File: config.mk
export PLATFORM = sky130hd
export DESIGN_NAME = fdc_top
export DESIGN_NICKNAME = d
export VERILOG_FILES = /design/src/fdc_pkg.sv /design/src/fdc_core_if.sv /design/src/fdc_timer.sv /design/src/fdc_fault.sv /design/src/fdc_top.sv
export SDC_FILE = /design/constraint.sdc
export NUM_CORES = 1
export LEC_CHECK = 0
export BUFFER_PORTS_ARGS = -buffer_cell sky130_fd_sc_hd__buf_4
export CAP_MARGIN = 0
export CORE_UTILIZATION = 50
export CTS_BUF_LIST = sky130_fd_sc_hd__clkbuf_2 sky130_fd_sc_hd__clkbuf_4 sky130_fd_sc_hd__clkbuf_8
export CTS_CLUSTER_SIZE = 12
export DETAILED_ROUTE_END_ITERATION = 10
export GPL_ROUTABILITY_DRIVEN = 0
export GPL_TIMING_DRIVEN = 0
export HOLD_SLACK_MARGIN = 0.06
export MAX_ROUTING_LAYER = met4
export PLACE_DENSITY = 0.75
export RECOVER_POWER = 50
export SYNTH_ARGS = -nofsm -noshare
export SYNTH_HDL_FRONTEND = slang
export SYNTH_SLANG_ARGS = --single-unit
export TNS_END_PERCENT = 100
File: constraint.sdc
create_clock -name sys_clk -period 4.3 [get_ports sys_clk]
set_input_delay 0.86 -clock sys_clk [delete_from_list [all_inputs] [get_ports sys_clk]]
set_output_delay 0.86 -clock sys_clk [all_outputs]
set_load 0.03 [all_outputs]
File: src/fdc_pkg.sv
// Constants, types and state layouts shared by the flash driver control logic.
// Assumes one 40 MHz clock and register access over the two-wire serial bus only.
//
// Overview of operation
// - Control write 0x20 selects assist mode, default current.
// - Control readback returns 0x20 unless coil broken.
// - Control write 0x00 powers output off, shutdown.
// - Fault register reads 0x00 with healthy LED.
// - LED short during operation sets short flag.
// - Open LED overvoltage sets overvoltage flag.
// - Key 0xA1 at 0x80 unlocks next write only.
// - Unlocked 0xFF current write selects 500mA range.
// - Control write 0x3F fires timed 480ms flash.
// - Device returns to shutdown after flash unaided.
// - Any protection error disables source and boost.
// - Mode bits 5:4: off, indicator, assist, flash.
// - Duration bits 3:0: 30ms steps, 30 to 480ms.
// - Fault bits: 7 overvoltage, 6 short, 5 overtemp.
package fdc_pkg;

  //////////////////////////////////////////////////////////////////////////////
  // Register map.
  localparam logic [7:0] FDC_ADDR_CUR = 8'h02;    // LED current setting.
  localparam logic [7:0] FDC_ADDR_CTRL = 8'h03;   // Operating control.
  localparam logic [7:0] FDC_ADDR_FAULT = 8'h04;  // Fault flags, read only.
  localparam logic [7:0] FDC_ADDR_UNLOCK = 8'h80; // Unlock password, write only.
  localparam logic [7:0] FDC_UNLOCK_KEY = 8'ha1;  // Value that unlocks the next write.
  localparam logic [7:0] FDC_CUR_RESET = 8'hb4;   // Current setting after reset.
  localparam logic [7:0] FDC_CTRL_RESET = 8'h04;  // Control after reset: off, 150 ms.

  // Field positions.
  localparam int FDC_CTRL_STROBE_BIT = 7;  // External strobe enable.
  localparam int FDC_CTRL_MODE_LSB = 4;    // Two-bit operating mode.
  localparam int FDC_CTRL_TIMER_LSB = 0;   // Four-bit flash duration.
  localparam int FDC_CUR_MODE_LSB = 0;     // Two-bit current range select.
  localparam int FDC_FAULT_OVP_BIT = 7;    // Output overvoltage.
  localparam int FDC_FAULT_SHORT_BIT = 6;  // LED output short.
  localparam int FDC_FAULT_TEMP_BIT = 5;   // Overtemperature.
  localparam int FDC_FAULT_FLAG_LSB = 5;   // Lowest flag bit; bits below read zero.

  //////////////////////////////////////////////////////////////////////////////
  // Flash timing: one duration step is 30 ms, counted at the system clock.
  localparam int FDC_CLK_FREQ_HZ = 40_000_000;  // System clock rate.
  localparam int FDC_FLASH_STEP_MS = 30;         // Duration of one timer code step.
  localparam int FDC_FLASH_STEP_CYC = FDC_FLASH_STEP_MS * (FDC_CLK_FREQ_HZ / 1000);
  localparam int FDC_PRESCALE_W = 21;            // Wide enough for one step count.

  //////////////////////////////////////////////////////////////////////////////
  // Operating modes as encoded in the control register.
  typedef enum logic [1:0] {
    FDC_MODE_OFF = 2'b00,     // Shutdown.
    FDC_MODE_IND = 2'b01,     // Indicator light.
    FDC_MODE_ASSIST = 2'b10,  // Assist or torch light.
    FDC_MODE_FLASH = 2'b11    // Timed flash.
  } fdc_mode_t;

  // Serial slave states, Gray coded along the usual transfer path.
  typedef enum logic [3:0] {
    FDC_BUS_IDLE = 4'b0000,
    FDC_BUS_ADDR = 4'b0001,
    FDC_BUS_ACK_ADDR = 4'b0011,
    FDC_BUS_REG = 4'b0010,
    FDC_BUS_ACK_REG = 4'b0110,
    FDC_BUS_WDATA = 4'b0111,
    FDC_BUS_ACK_WDATA = 4'b0101,
    FDC_BUS_RDATA = 4'b0100,
    FDC_BUS_RACK = 4'b1100
  } fdc_bus_state_t;

  // Whole state of the top module.
  typedef struct packed {
    fdc_bus_state_t st;  // Serial slave state.
    logic scl_q;         // Clock line one cycle ago.
    logic sda_q;         // Data line one cycle ago.
    logic [3:0] bits;    // Bits moved in the current byte.
    logic [7:0] shreg;   // Receive shift register.
    logic [7:0] ptr;     // Register address of this transfer.
    logic rw;            // Read request flag.
    logic [7:0] tx;      // Transmit shift register.
    logic sda_oe;        // Pull the data line low.
    logic sda_out;       // Level driven when enabled, always low.
    logic [7:0] cur;     // Current setting register.
    logic [3:0] timer_code;  // Flash duration code.
    fdc_mode_t mode;     // Operating mode.
    logic strobe;        // External strobe enable bit.
    logic unlocked;      // Next write may change protected fields.
    logic start;         // Pulse that launches the flash timer.
    logic clear;         // Pulse that clears the fault flags.
    logic boost_en;      // Boost converter enable.
    logic src_en;        // Current source enable.
  } fdc_top_state_t;

  // State of the flash duration timer.
  typedef struct packed {
    logic busy;                        // Timing a flash.
    logic [FDC_PRESCALE_W-1:0] pre;    // Cycles within the current step.
    logic [3:0] step;                  // Steps completed.
    logic expired;                     // Pulse at the end of the flash.
  } fdc_timer_state_t;

  // State of the fault latch.
  typedef struct packed {
    logic [2:0] flags;  // Overvoltage, short, overtemperature.
    logic trip;         // Pulse on any fault seen while active.
  } fdc_fault_state_t;

endpackage

File: src/fdc_core_if.sv
// Interface carrying timer and fault signals between the control top and its helpers.
// Assumes all members change on the rising edge of the single system clock.
`timescale 1ns/1ps
`default_nettype none

interface fdc_core_if;
  logic start;           // Launch a flash duration count.
  logic run;             // Flash mode still selected; low aborts the count.
  logic [3:0] dur_code;  // Duration code of the flash.
  logic expired;         // End of the flash duration.
  logic active;          // Output stage is powered.
  logic [2:0] detect;    // Raw overvoltage, short and overtemperature levels.
  logic clear;           // Clear the fault flags.
  logic [2:0] flags;     // Sticky fault flags.
  logic trip;            // A fault was seen while active.

  modport ctrl (output start, run, dur_code, active, detect, clear,
                input expired, flags, trip);
  modport timer (input start, run, dur_code, output expired);
  modport fault (input active, detect, clear, output flags, trip);
endinterface

`default_nettype wire

File: src/fdc_timer.sv
// Flash duration timer: counts whole 30 ms steps after a start pulse.
// Assumes the start pulse is one cycle long and run stays high through the flash.
`timescale 1ns/1ps
`default_nettype none

module fdc_timer #(
  parameter int STEP_CYCLES = fdc_pkg::FDC_FLASH_STEP_CYC  // Cycles per duration step.
) (
  input wire logic sys_clk,   // System clock.
  input wire logic resetn,    // Asynchronous reset, active low.
  fdc_core_if.timer tmr       // Start, abort and expiry signals.
);
  import fdc_pkg::*;

  localparam logic [FDC_PRESCALE_W-1:0] PRE_LAST = FDC_PRESCALE_W'(STEP_CYCLES - 1);

  fdc_timer_state_t s;       // Registered state.
  fdc_timer_state_t next_s;  // Next state.

  //////////////////////////////////////////////////////////////////////////////
  // Next state. A flash lasts (code + 1) steps; leaving flash mode aborts it silently.
  always_comb begin
    next_s = s;
    next_s.expired = 1'b0;
    if (tmr.start) begin
      // A new start always reloads, so a rewrite restarts the duration.
      next_s.busy = 1'b1;
      next_s.pre = '0;
      next_s.step = '0;
    end else if (s.busy && !tmr.run) begin
      next_s.busy = 1'b0;
    end else if (s.busy) begin
      if (s.pre == PRE_LAST) begin
        next_s.pre = '0;
        if (s.step == tmr.dur_code) begin
          next_s.busy = 1'b0;
          next_s.expired = 1'b1;
        end else begin
          next_s.step = s.step + 4'h1;
        end
      end else begin
        next_s.pre = s.pre + FDC_PRESCALE_W'(1);
      end
    end
  end

  // State register.
  always_ff @(posedge sys_clk or negedge resetn) begin
    if (!resetn) begin
      s <= '0;
    end else begin
      s <= next_s;
    end
  end

  assign tmr.expired = s.expired;
endmodule

`default_nettype wire

File: src/fdc_fault.sv
// Fault latch: sticky overvoltage, short and overtemperature flags.
// Assumes detector levels are already synchronous to the system clock.
`timescale 1ns/1ps
`default_nettype none

module fdc_fault (
  input wire logic sys_clk,  // System clock.
  input wire logic resetn,   // Asynchronous reset, active low.
  fdc_core_if.fault flt      // Detector levels, clear and flags.
);
  import fdc_pkg::*;

  fdc_fault_state_t s;       // Registered state.
  fdc_fault_state_t next_s;  // Next state.
  logic [2:0] hit;           // Detectors firing while the output is powered.

  //////////////////////////////////////////////////////////////////////////////
  // Flags only count while powered, so an idle unconnected LED reads clean.
  // A detection in the clearing cycle wins, so no event is lost.
  always_comb begin
    hit = flt.detect & {3{flt.active}};
    next_s.flags = (flt.clear ? 3'b000 : s.flags) | hit;
    next_s.trip = |hit;
  end

  // State register.
  always_ff @(posedge sys_clk or negedge resetn) begin
    if (!resetn) begin
      s <= '0;
    end else begin
      s <= next_s;
    end
  end

  assign flt.flags = s.flags;
  assign flt.trip = s.trip;
endmodule

`default_nettype wire

File: src/fdc_top.sv
// Flash driver control: serial register slave, mode control, flash timing, faults.
// Assumes bus lines are synchronous to sys_clk and far slower than it.
`timescale 1ns/1ps
`default_nettype none

module fdc_top #(
  parameter logic [6:0] DEV_ADDR = 7'h30,  // Bus address of the device.
  parameter int STEP_CYCLES = fdc_pkg::FDC_FLASH_STEP_CYC  // Cycles per 30 ms step.
) (
  input wire logic sys_clk,             // System clock, 40 MHz.
  input wire logic resetn,              // Asynchronous reset, active low.
  input wire logic scl,                 // Serial bus clock.
  input wire logic sda_in,              // Serial data line level.
  output logic sda_out,                 // Serial data drive level, always low.
  output logic sda_oe,                  // High while the device pulls data low.
  input wire logic ovp_detect,          // Boost output above its limit.
  input wire logic short_detect,        // LED output shorted.
  input wire logic overtemp_detect,     // Junction temperature too high.
  input wire logic boost_inductor_open, // Broken coil seen by the boost stage.
  output logic boost_en,                // Boost converter enable.
  output logic current_src_en,          // LED current source enable.
  output fdc_pkg::fdc_mode_t led_mode,  // Operating mode in force.
  output logic [7:0] led_current        // Current setting for the source.
);
  import fdc_pkg::*;

  fdc_top_state_t s;       // Registered state.
  fdc_top_state_t next_s;  // Next state.
  fdc_core_if core ();     // Link to timer and fault helpers.

  logic scl_rise;   // Clock line rose.
  logic scl_fall;   // Clock line fell.
  logic bus_start;  // Start condition.
  logic bus_stop;   // Stop condition.
  logic wr;         // A complete data byte was written.
  logic [7:0] rd;   // Read data for the addressed register.
  logic [1:0] wmode;  // Mode field of the written byte.
  logic keep_mode;  // Locked write tried to enter indicator mode.
  logic power_cut;  // Protection shuts the output stage down.

  //////////////////////////////////////////////////////////////////////////////
  // Register read decode, used when a read byte is loaded.
  function automatic logic [7:0] read_reg(input logic [7:0] addr,
                                          input fdc_top_state_t st,
                                          input logic [2:0] flags);
    logic [7:0] v;
    v = 8'h00;
    case (addr)
      FDC_ADDR_CUR: v = st.cur;
      // Reserved bit 6 reads zero; a coil trip shows as a changed mode.
      FDC_ADDR_CTRL: v = {st.strobe, 1'b0, st.mode, st.timer_code};
      FDC_ADDR_FAULT: v = {flags, 5'h00};
      default: v = 8'h00;  // Unmapped and write-only addresses read zero.
    endcase
    return v;
  endfunction

  //////////////////////////////////////////////////////////////////////////////
  // Bus line edges and conditions, from the current and last sampled levels.
  always_comb begin
    scl_rise = scl && !s.scl_q;
    scl_fall = !scl && s.scl_q;
    bus_start = scl && s.scl_q && s.sda_q && !sda_in;
    bus_stop = scl && s.scl_q && !s.sda_q && sda_in;
  end

  //////////////////////////////////////////////////////////////////////////////
  // Next state: serial slave, then register writes, then mode sequencing.
  always_comb begin
    next_s = s;
    next_s.scl_q = scl;
    next_s.sda_q = sda_in;
    next_s.start = 1'b0;
    next_s.clear = 1'b0;
    next_s.sda_out = 1'b0;
    wr = 1'b0;
    rd = read_reg(s.ptr, s, core.flags);
    wmode = s.shreg[FDC_CTRL_MODE_LSB +: 2];
    keep_mode = 1'b0;
    power_cut = 1'b0;

    // Serial slave. A start always restarts, a stop always releases the line.
    if (bus_start) begin
      next_s.st = FDC_BUS_ADDR;
      next_s.bits = 4'h0;
      next_s.sda_oe = 1'b0;
    end else if (bus_stop) begin
      next_s.st = FDC_BUS_IDLE;
      next_s.sda_oe = 1'b0;
    end else begin
      case (s.st)
        FDC_BUS_ADDR, FDC_BUS_REG, FDC_BUS_WDATA: begin
          if (scl_rise && s.bits != 4'h8) begin
            next_s.shreg = {s.shreg[6:0], sda_in};
            next_s.bits = s.bits + 4'h1;
          end else if (scl_fall && s.bits == 4'h8) begin
            next_s.sda_oe = 1'b1;  // Acknowledge by default.
            if (s.st == FDC_BUS_ADDR) begin
              next_s.rw = s.shreg[0];
              if (s.shreg[7:1] == DEV_ADDR) begin
                next_s.st = FDC_BUS_ACK_ADDR;
              end else begin
                // Another device is addressed: stay off the line.
                next_s.sda_oe = 1'b0;
                next_s.st = FDC_BUS_IDLE;
              end
            end else if (s.st == FDC_BUS_REG) begin
              next_s.ptr = s.shreg;
              next_s.st = FDC_BUS_ACK_REG;
            end else begin
              wr = 1'b1;
              next_s.st = FDC_BUS_ACK_WDATA;
            end
          end
        end
        FDC_BUS_ACK_ADDR: begin
          if (scl_fall) begin
            next_s.bits = 4'h0;
            if (s.rw) begin
              // Load the byte and drive its first bit; open drain pulls only zeros.
              next_s.tx = rd;
              next_s.sda_oe = !rd[7];
              next_s.st = FDC_BUS_RDATA;
              next_s.clear = (s.ptr == FDC_ADDR_FAULT);
            end else begin
              next_s.sda_oe = 1'b0;
              next_s.st = FDC_BUS_REG;
            end
          end
        end
        FDC_BUS_ACK_REG: begin
          if (scl_fall) begin
            next_s.sda_oe = 1'b0;
            next_s.bits = 4'h0;
            next_s.st = FDC_BUS_WDATA;
          end
        end
        FDC_BUS_ACK_WDATA: begin
          // One byte per transfer: later bytes see no acknowledge.
          if (scl_fall) begin
            next_s.sda_oe = 1'b0;
            next_s.st = FDC_BUS_IDLE;
          end
        end
        FDC_BUS_RDATA: begin
          if (scl_fall) begin
            if (s.bits == 4'h7) begin
              next_s.sda_oe = 1'b0;
              next_s.st = FDC_BUS_RACK;
            end else begin
              next_s.tx = {s.tx[6:0], 1'b0};
              next_s.sda_oe = !s.tx[6];
              next_s.bits = s.bits + 4'h1;
            end
          end
        end
        FDC_BUS_RACK: begin
          if (scl_fall) begin
            next_s.st = FDC_BUS_IDLE;
          end
        end
        FDC_BUS_IDLE: begin
          next_s.sda_oe = 1'b0;
        end
        default: begin
          next_s.st = FDC_BUS_IDLE;
          next_s.sda_oe = 1'b0;
        end
      endcase
    end

    // Register writes. Any write other than the key consumes the unlock.
    if (wr) begin
      if (s.ptr == FDC_ADDR_UNLOCK) begin
        next_s.unlocked = (s.shreg == FDC_UNLOCK_KEY);
      end else begin
        next_s.unlocked = 1'b0;
        case (s.ptr)
          FDC_ADDR_CUR: begin
            // The range select is protected against accidental high currents.
            next_s.cur = s.shreg;
            if (!s.unlocked) begin
              next_s.cur[FDC_CUR_MODE_LSB +: 2] = s.cur[FDC_CUR_MODE_LSB +: 2];
            end
          end
          FDC_ADDR_CTRL: begin
            next_s.timer_code = s.shreg[FDC_CTRL_TIMER_LSB +: 4];
            keep_mode = (wmode == FDC_MODE_IND) && !s.unlocked &&
                        (s.mode != FDC_MODE_IND);
            if (!keep_mode) begin
              next_s.mode = fdc_mode_t'(wmode);
            end
            if (s.unlocked) begin
              next_s.strobe = s.shreg[FDC_CTRL_STROBE_BIT];
            end
            // Flash fires straight away on entering flash mode.
            next_s.start = !keep_mode && (wmode == FDC_MODE_FLASH);
          end
          default: begin
            // Fault register is read only; other addresses are ignored.
          end
        endcase
      end
    end

    // End of flash and protection both return to shutdown with no bus traffic.
    power_cut = core.trip || (boost_inductor_open && s.boost_en);
    if (core.expired && s.mode == FDC_MODE_FLASH) begin
      next_s.mode = FDC_MODE_OFF;
    end
    if (power_cut) begin
      next_s.mode = FDC_MODE_OFF;
      next_s.start = 1'b0;
    end

    // Output stage follows the mode; shutdown powers both parts down.
    next_s.boost_en = (next_s.mode != FDC_MODE_OFF);
    next_s.src_en = (next_s.mode != FDC_MODE_OFF);
  end

  //////////////////////////////////////////////////////////////////////////////
  // State register, with documented register reset values.
  always_ff @(posedge sys_clk or negedge resetn) begin
    if (!resetn) begin
      s <= '0;
      s.st <= FDC_BUS_IDLE;
      s.scl_q <= 1'b1;
      s.sda_q <= 1'b1;
      s.cur <= FDC_CUR_RESET;
      s.timer_code <= FDC_CTRL_RESET[FDC_CTRL_TIMER_LSB +: 4];
      s.mode <= FDC_MODE_OFF;
    end else begin
      s <= next_s;
    end
  end

  //////////////////////////////////////////////////////////////////////////////
  // Helper connections.
  assign core.start = s.start;
  assign core.run = (s.mode == FDC_MODE_FLASH);
  assign core.dur_code = s.timer_code;
  assign core.active = s.boost_en;
  assign core.detect = {ovp_detect, short_detect, overtemp_detect};
  assign core.clear = s.clear;

  fdc_timer #(
    .STEP_CYCLES(STEP_CYCLES)
  ) u_timer (
    .sys_clk(sys_clk),
    .resetn(resetn),
    .tmr(core)
  );

  fdc_fault u_fault (
    .sys_clk(sys_clk),
    .resetn(resetn),
    .flt(core)
  );

  // Outputs come straight from state flip-flops.
  assign sda_out = s.sda_out;
  assign sda_oe = s.sda_oe;
  assign boost_en = s.boost_en;
  assign current_src_en = s.src_en;
  assign led_mode = s.mode;
  assign led_current = s.cur;
endmodule

`default_nettype wire

---- Word-level counts from Yosys, hierarchy flattened ----
Index checks and enable logic that the tools add are counted.
word-level totals
  bits in registers ....................... 86
  input bits .............................. 8
  output and inout bits ................... 14
  word-level logic and storage cells ...... 204
cells by class
  add/sub/neg operators ................... 3
  equal/unequal tests ..................... 44
  mux-type cells .......................... 77
  bitwise logic cells ..................... 7
  reductions and logical operators ........ 49
operators by type and width
  operator                                             count
  2-to-1 mux 4 bit                                     14
  2-to-1 mux 26 bit                                    2
  2-to-1 mux 9 bit                                     4
  2-to-1 mux 1 bit                                     32
  2-to-1 mux 8 bit                                     4
  2-to-1 mux 29 bit                                    1
  != test 4 bit, second input constant                 7
  2-to-1 mux 27 bit                                    1
  case mux 4 bit (6 select lines)                      1
  case mux 8 bit (3 select lines)                      1
  adder 21 x 1 -> 21 bit, second input constant        1
  equality test 21 bit, second input constant          1
  2-to-1 mux 21 bit                                    1
  equality test 4 x 3 -> 1 bit, second input constant  5
  AND reduction 6 bit                                  3
  2-to-1 mux 17 bit                                    1
  equality test 8 x 2 -> 1 bit, second input constant  2
  equality test 8 bit, second input constant           2
  case mux 8 bit (2 select lines)                      1
  AND reduction 4 bit                                  4
  logical AND 1 bit                                    15
  != test 3 bit, second input constant                 5
  != test 2 bit, second input constant                 7
  AND reduction 7 bit                                  2
  other kinds (31)                                     63

---- Logic depth before layout (Yosys ltp) ----
  depth after elaboration ................. 12
  mapped depth ............................ 8
  depth with buffers taken out ............ 8

---- Modules after synthesis ----
Synthesis repeated with hierarchy kept, for this count alone.
second synthesis, totals
  cells, all modules ...................... 492
  area, all modules ....................... 4,709.5 um2
modules (own cells, without submodules)
  module     instances  cells each  area an instance (um2)  sequential area each (um2)
  fdc_top    1          310         3,032.9                 1,360.1
  fdc_timer  1          168         1,530.2                 675.6
  fdc_fault  1          14          146.4                   100.1

---- Worst setup path after synthesis ----
Ideal clock, no wire load.
  kind .................................... input port to flip-flop
  from .................................... in scl
  to ...................................... reg s[5] (netlist bit)
  data arrival time ....................... 2.354 ns
  setup slack ............................. 1.822 ns
  cell stages on the path ................. 7
  buffers on the path ..................... 1
  path through ............................ nand2b_1 > clkbuf_1 > nor4_2 > nand4_1 > inv_1 > nand2_1 > mux2_2
between the ends
  longest elaborated chain between the ends .. 9
  elaborated cells on any way between the ends .. 16
RTL lines
  item                               RTL line        text
  from (decl)                        fdc_top.sv:12   input wire logic scl,
  logical NOT 1 bit                  fdc_top.sv:62   scl_fall = !scl && s.scl_q;
  logical AND 1 bit                  fdc_top.sv:62
  logical AND 1 bit                  fdc_top.sv:96   end else if (scl_fall && s.bits == 4'h8) begin
  2-to-1 mux 1 bit                   fdc_top.sv:96
  2-to-1 mux 1 bit                   fdc_top.sv:93   if (scl_rise && s.bits != 4'h8) begin
  2-to-1 mux 1 bit                   fdc_top.sv:91   case (s.st)
  2-to-1 mux 1 bit                   fdc_top.sv:87   end else if (bus_stop) begin
  2-to-1 mux 1 bit (*)               fdc_top.sv:83   if (bus_start) begin
  AND reduction 4 bit (no line) (*)  --
  to (signal assigned)               fdc_top.sv:233  s <= next_s;
  to (decl)                          fdc_top.sv:27   fdc_top_state_t s;
Mark *: on every way between the ends. The rest lies on a longest branch, timed or not.
A chain may end at the register's enable or synchronous reset.

---- Worst setup path after layout ----
Same ends and word-level chain as after synthesis.

==> results <==
- The flow ran to the end, but the final reports show violations.
- The checks that failed: max-capacitance violations, max-slew violations.
- The initial antenna violation count is 0.
- Fill cells in the final layout number 761.
- For this run the aggregate overflow at the end of global routing stands at 0.
- In the layout the commonest cells are sky130_fd_sc_hd__dfrtp_1 (78), sky130_fd_sc_hd__nor2_1 (48), sky130_fd_sc_hd__nand2_1 (42), sky130_fd_sc_hd__mux2_2 (31), sky130_fd_sc_hd__a21oi_1 (30).
- The clock network latency to the later pin of the worst-skew pair is 360 ps.
- Synthesis handed over a netlist of 476 instances.
- The ratio of total power to cell area is 388 mW/mm².
- Among all flip-flop cells after synthesis, the most frequent one is sky130_fd_sc_hd__dfrtp_1.
- The count of H-tree levels built during CTS is 3.
- The finished layout holds 620 standard cells, fillers aside.
- The maximum number of pins on one net before global-route repair is 86.
- The transition at the pin with the smallest max-transition slack is 2070 ps.
- The startpoint class of the critical path is a primary input.
- The total routed wirelength is 9.81 mm.
- The wire length of the first global-routing pass is 17.0 mm.
- The share of the core filled with cells is 57.6%.
- The number of nets in the synthesized netlist is 488.
- The number of cells upsized or downsized after cts is 0.
- The clock passes through at most 2 buffers.
- The number of buffers inserted by hold repair at cts is 0.
- The number of clock sinks is 85.
- Using the TritonRoute via totals, the vias-per-cell ratio works out to 5.98.
- The first-iteration detailed-routing DRC count is 227.
- The worst path in the final design needs a cycle of 2760 ps, including I/O delays and setup.
- The repair_antennas step left the layout with diodes totalling 0.
- The number of iterations in the first detailed-routing pass is 5.
- The number of buffer cells added on primary ports is 20.
- Max-cap violations in this run came to 1.
- Leaving out fill and tap cells, the most frequent cell in the layout is sky130_fd_sc_hd__dfrtp_1.
- The total die area is 0.00951 mm².
- The root cell of the clock tree is sky130_fd_sc_hd__clkbuf_8.
- Setup violations remaining at the end of the flow were counted as 0.
- The area used by multi-input combinational logic is 0.00221 mm².
- The floorplan step defined a core boundary enclosing 0.00876 mm².
- The initialized floorplan defines 34 standard-cell rows.
- Of the cells placed in the final design, the portion with a size suffix greater than 1 is 18.4%.
- Setup repair after global routing left no endpoint under its margin.
- The number of endpoints with negative hold slack in the final report is 0.
- The count of final max-slew check failures was 86.
- At the end of the flow, the number of nets in the layout was 519.
- The worst setup slack after placement is 1250 ps.
- The share of the cycle needed by the critical path after routing is 64.1%.
- Measured against its own limit, the worst slew margin works out to -37.7%.
- The TritonCTS buffer count is 9.
- For this run, asynchronously set or reset flops after synthesis account for 100%.
- For this design the static power due to leakage is 2.19 nW.
- TritonCTS built the clock tree.
- The effective utilization at floorplan is 52.1%.
- After clock tree synthesis, the clock-pin slew on the worst setup and hold paths is 90 ps.
- The detailed placer's ending HPWL is 6.91 mm.
- For this run, design rule violations remaining after detail routing come to 0.
- The number of setup buffers added after CTS is 0.
- In this run the horizontal extent of the chip is 97.5 µm.
- In this run, synthesis inferred 0 flip-flops with an integrated enable.
- After detailed routing, the average wire length per cell comes to 15.8 µm.
- The top achievable clock speed is 0.363 GHz.
- Across all layers, the routed design uses 3705 vias.
- Counting flops and latches in the post-synthesis netlist gives 85.
- The portion of the post-synthesis area used by sequential elements is 46.8%.
- For the final database, setup skew stands at 13.0 ps.
- STA puts the critical path data arrival time at 3010 ps.
- Once routing completed, OpenROAD measured the worst setup slack at 1540 ps.
- The post-synthesis cell type count is 63.
- The cell area after synthesis is 0.00456 mm².
- The critical path in this run is classified as in -> reg.
- The number of instances in the placed design is 604.
- In this run the worst hold path is classified as reg -> reg.
- The number of warning messages in the yosys log is 0.
- In the final layout, flip-flops and latches occupy 0.00214 mm².
- In this run the remaining antenna-violating nets after routing total 0.
- From synthesis to final layout, the design area changed by 10.6%.
- For the final routed database, the setup TNS stands at 0 ps.
- The average size of a mapped cell is 9.58 µm².
- The die outline height is 97.5 µm.
- The all-layer global routing usage is 22.7%.
- The number of I/O pins is 22.
- Across the VDD grid, the largest voltage drop is 0.286 mV.
- The maximum net fanout on the critical path is 10.
- The endpoint class of the critical path is a flop.
- The number of global-route vias before repair came to 3540.
- STA puts the critical path data required time at 4550 ps.
-- critical path: stages --
cell and delay [ps]:
sky130_fd_sc_hd__clkbuf_1 150, sky130_fd_sc_hd__nand2b_1 170, sky130_fd_sc_hd__clkbuf_1 230, sky130_fd_sc_hd__nor4_2 540, sky130_fd_sc_hd__nand4_1 500, sky130_fd_sc_hd__inv_1 200, sky130_fd_sc_hd__nand2_1 80, sky130_fd_sc_hd__mux2_2 280
-- per-stage QoR --
stage / area [µm²] / hold slack (ps) / power [mW]
floorplan: 4560 / 436 / 1.25
global placement: 4850 / 458 / 1.36
detailed placement: 4850 / 457 / 1.38
CTS: 5050 / 481 / 1.96
global route: 5040 / 522 / 2.06
finish: 5040 / 474 / 1.96
-- Yosys cell counts (all sizes together) (7+ instances only) --
master / count / area share [%]
nand3: 20 / 2.2
clkbuf: 18 / 1.5
nand4: 11 / 1.5
nor2b: 7 / 0.96
buf: 15 / 2.3
nor4: 7 / 1.1
xnor2: 12 / 2.3
mux2i: 8 / 1.8
a21oi: 30 / 3.3
o21ai: 36 / 4.0
dfrtp: 78 / 43
nand2: 42 / 3.5
and3: 7 / 0.96
a31oi: 7 / 0.96
nor3: 7 / 0.77
mux2: 31 / 7.7
nor2: 49 / 4.1
nand2b: 7 / 0.96
inv: 10 / 0.82
dfstp: 7 / 4.0
-- power breakdown --
group | switching (mW) | internal [mW]
Clock | 0.286 | 0.300
Sequential | 0.0736 | 0.875
Combinational | 0.253 | 0.167
-- state kept, by name, indices dropped and copies added, names as in the netlist --
name                 count
core.dur_code            4
current_src_en           1
u_fault.flt.flags        3
core.start               1
u_timer.tmr.expired      1
led_mode                 2
led_current              8
core.clear               1
u_timer.s               26
sda_oe                   1
s                       36
u_fault.flt.trip         1
-- worst paths after layout --
path	cells after the start	slack (ps)	start	end
max	8	1540	scl	s[5]
min	1	470	core.clear	u_fault.flt.flags[0]
max reg2reg	8	1690	s[47]	s[5]
min reg2reg	1	470	core.clear	u_fault.flt.flags[0]
max in group asynchronous	1	1980	resetn	s[56]
min in group asynchronous	1	1080	resetn	led_current[6]
-- cells by family after synthesis --
| logic type | after synthesis | synth area share (%) |
|---|---|---|
| AOI/OAI and AO/OA | 104 | 14.0 |
| xor gates and xnor gates | 15 | 2.88 |
| adders and majority gates | 4 | 1.10 |
| buffers and inverters | 43 | 4.63 |
| DFF | 85 | 46.8 |
| muxes | 39 | 9.41 |
| other | 1 | 0.0822 |
| and+or+nand+nor | 185 | 21.1 |
-- final cells by class --
type / count / share of cell area, %
Timing Repair Buffer: 20 / 2.78
Buffer: 33 / 3.45
Clock inverter: 5 / 1.12
Inverter: 10 / 0.744
Multi-Input combinational cell: 348 / 43.9
Tap cell: 108 / 2.68
Sequential cell: 85 / 42.3
Clock buffer: 11 / 3.00
-- routing by layer --
layer / track usage [%] / up-vias / wire length (µm)
met1: 31.8 / 1821 / 4690
met4: 9.05 / 0 / 157
li1: - / 1769 / -
met3: 2.88 / 15 / 429
met2: 33.6 / 100 / 4540
met5: - / - / 0
No activity file was read; power rests on OpenSTA's default activity.
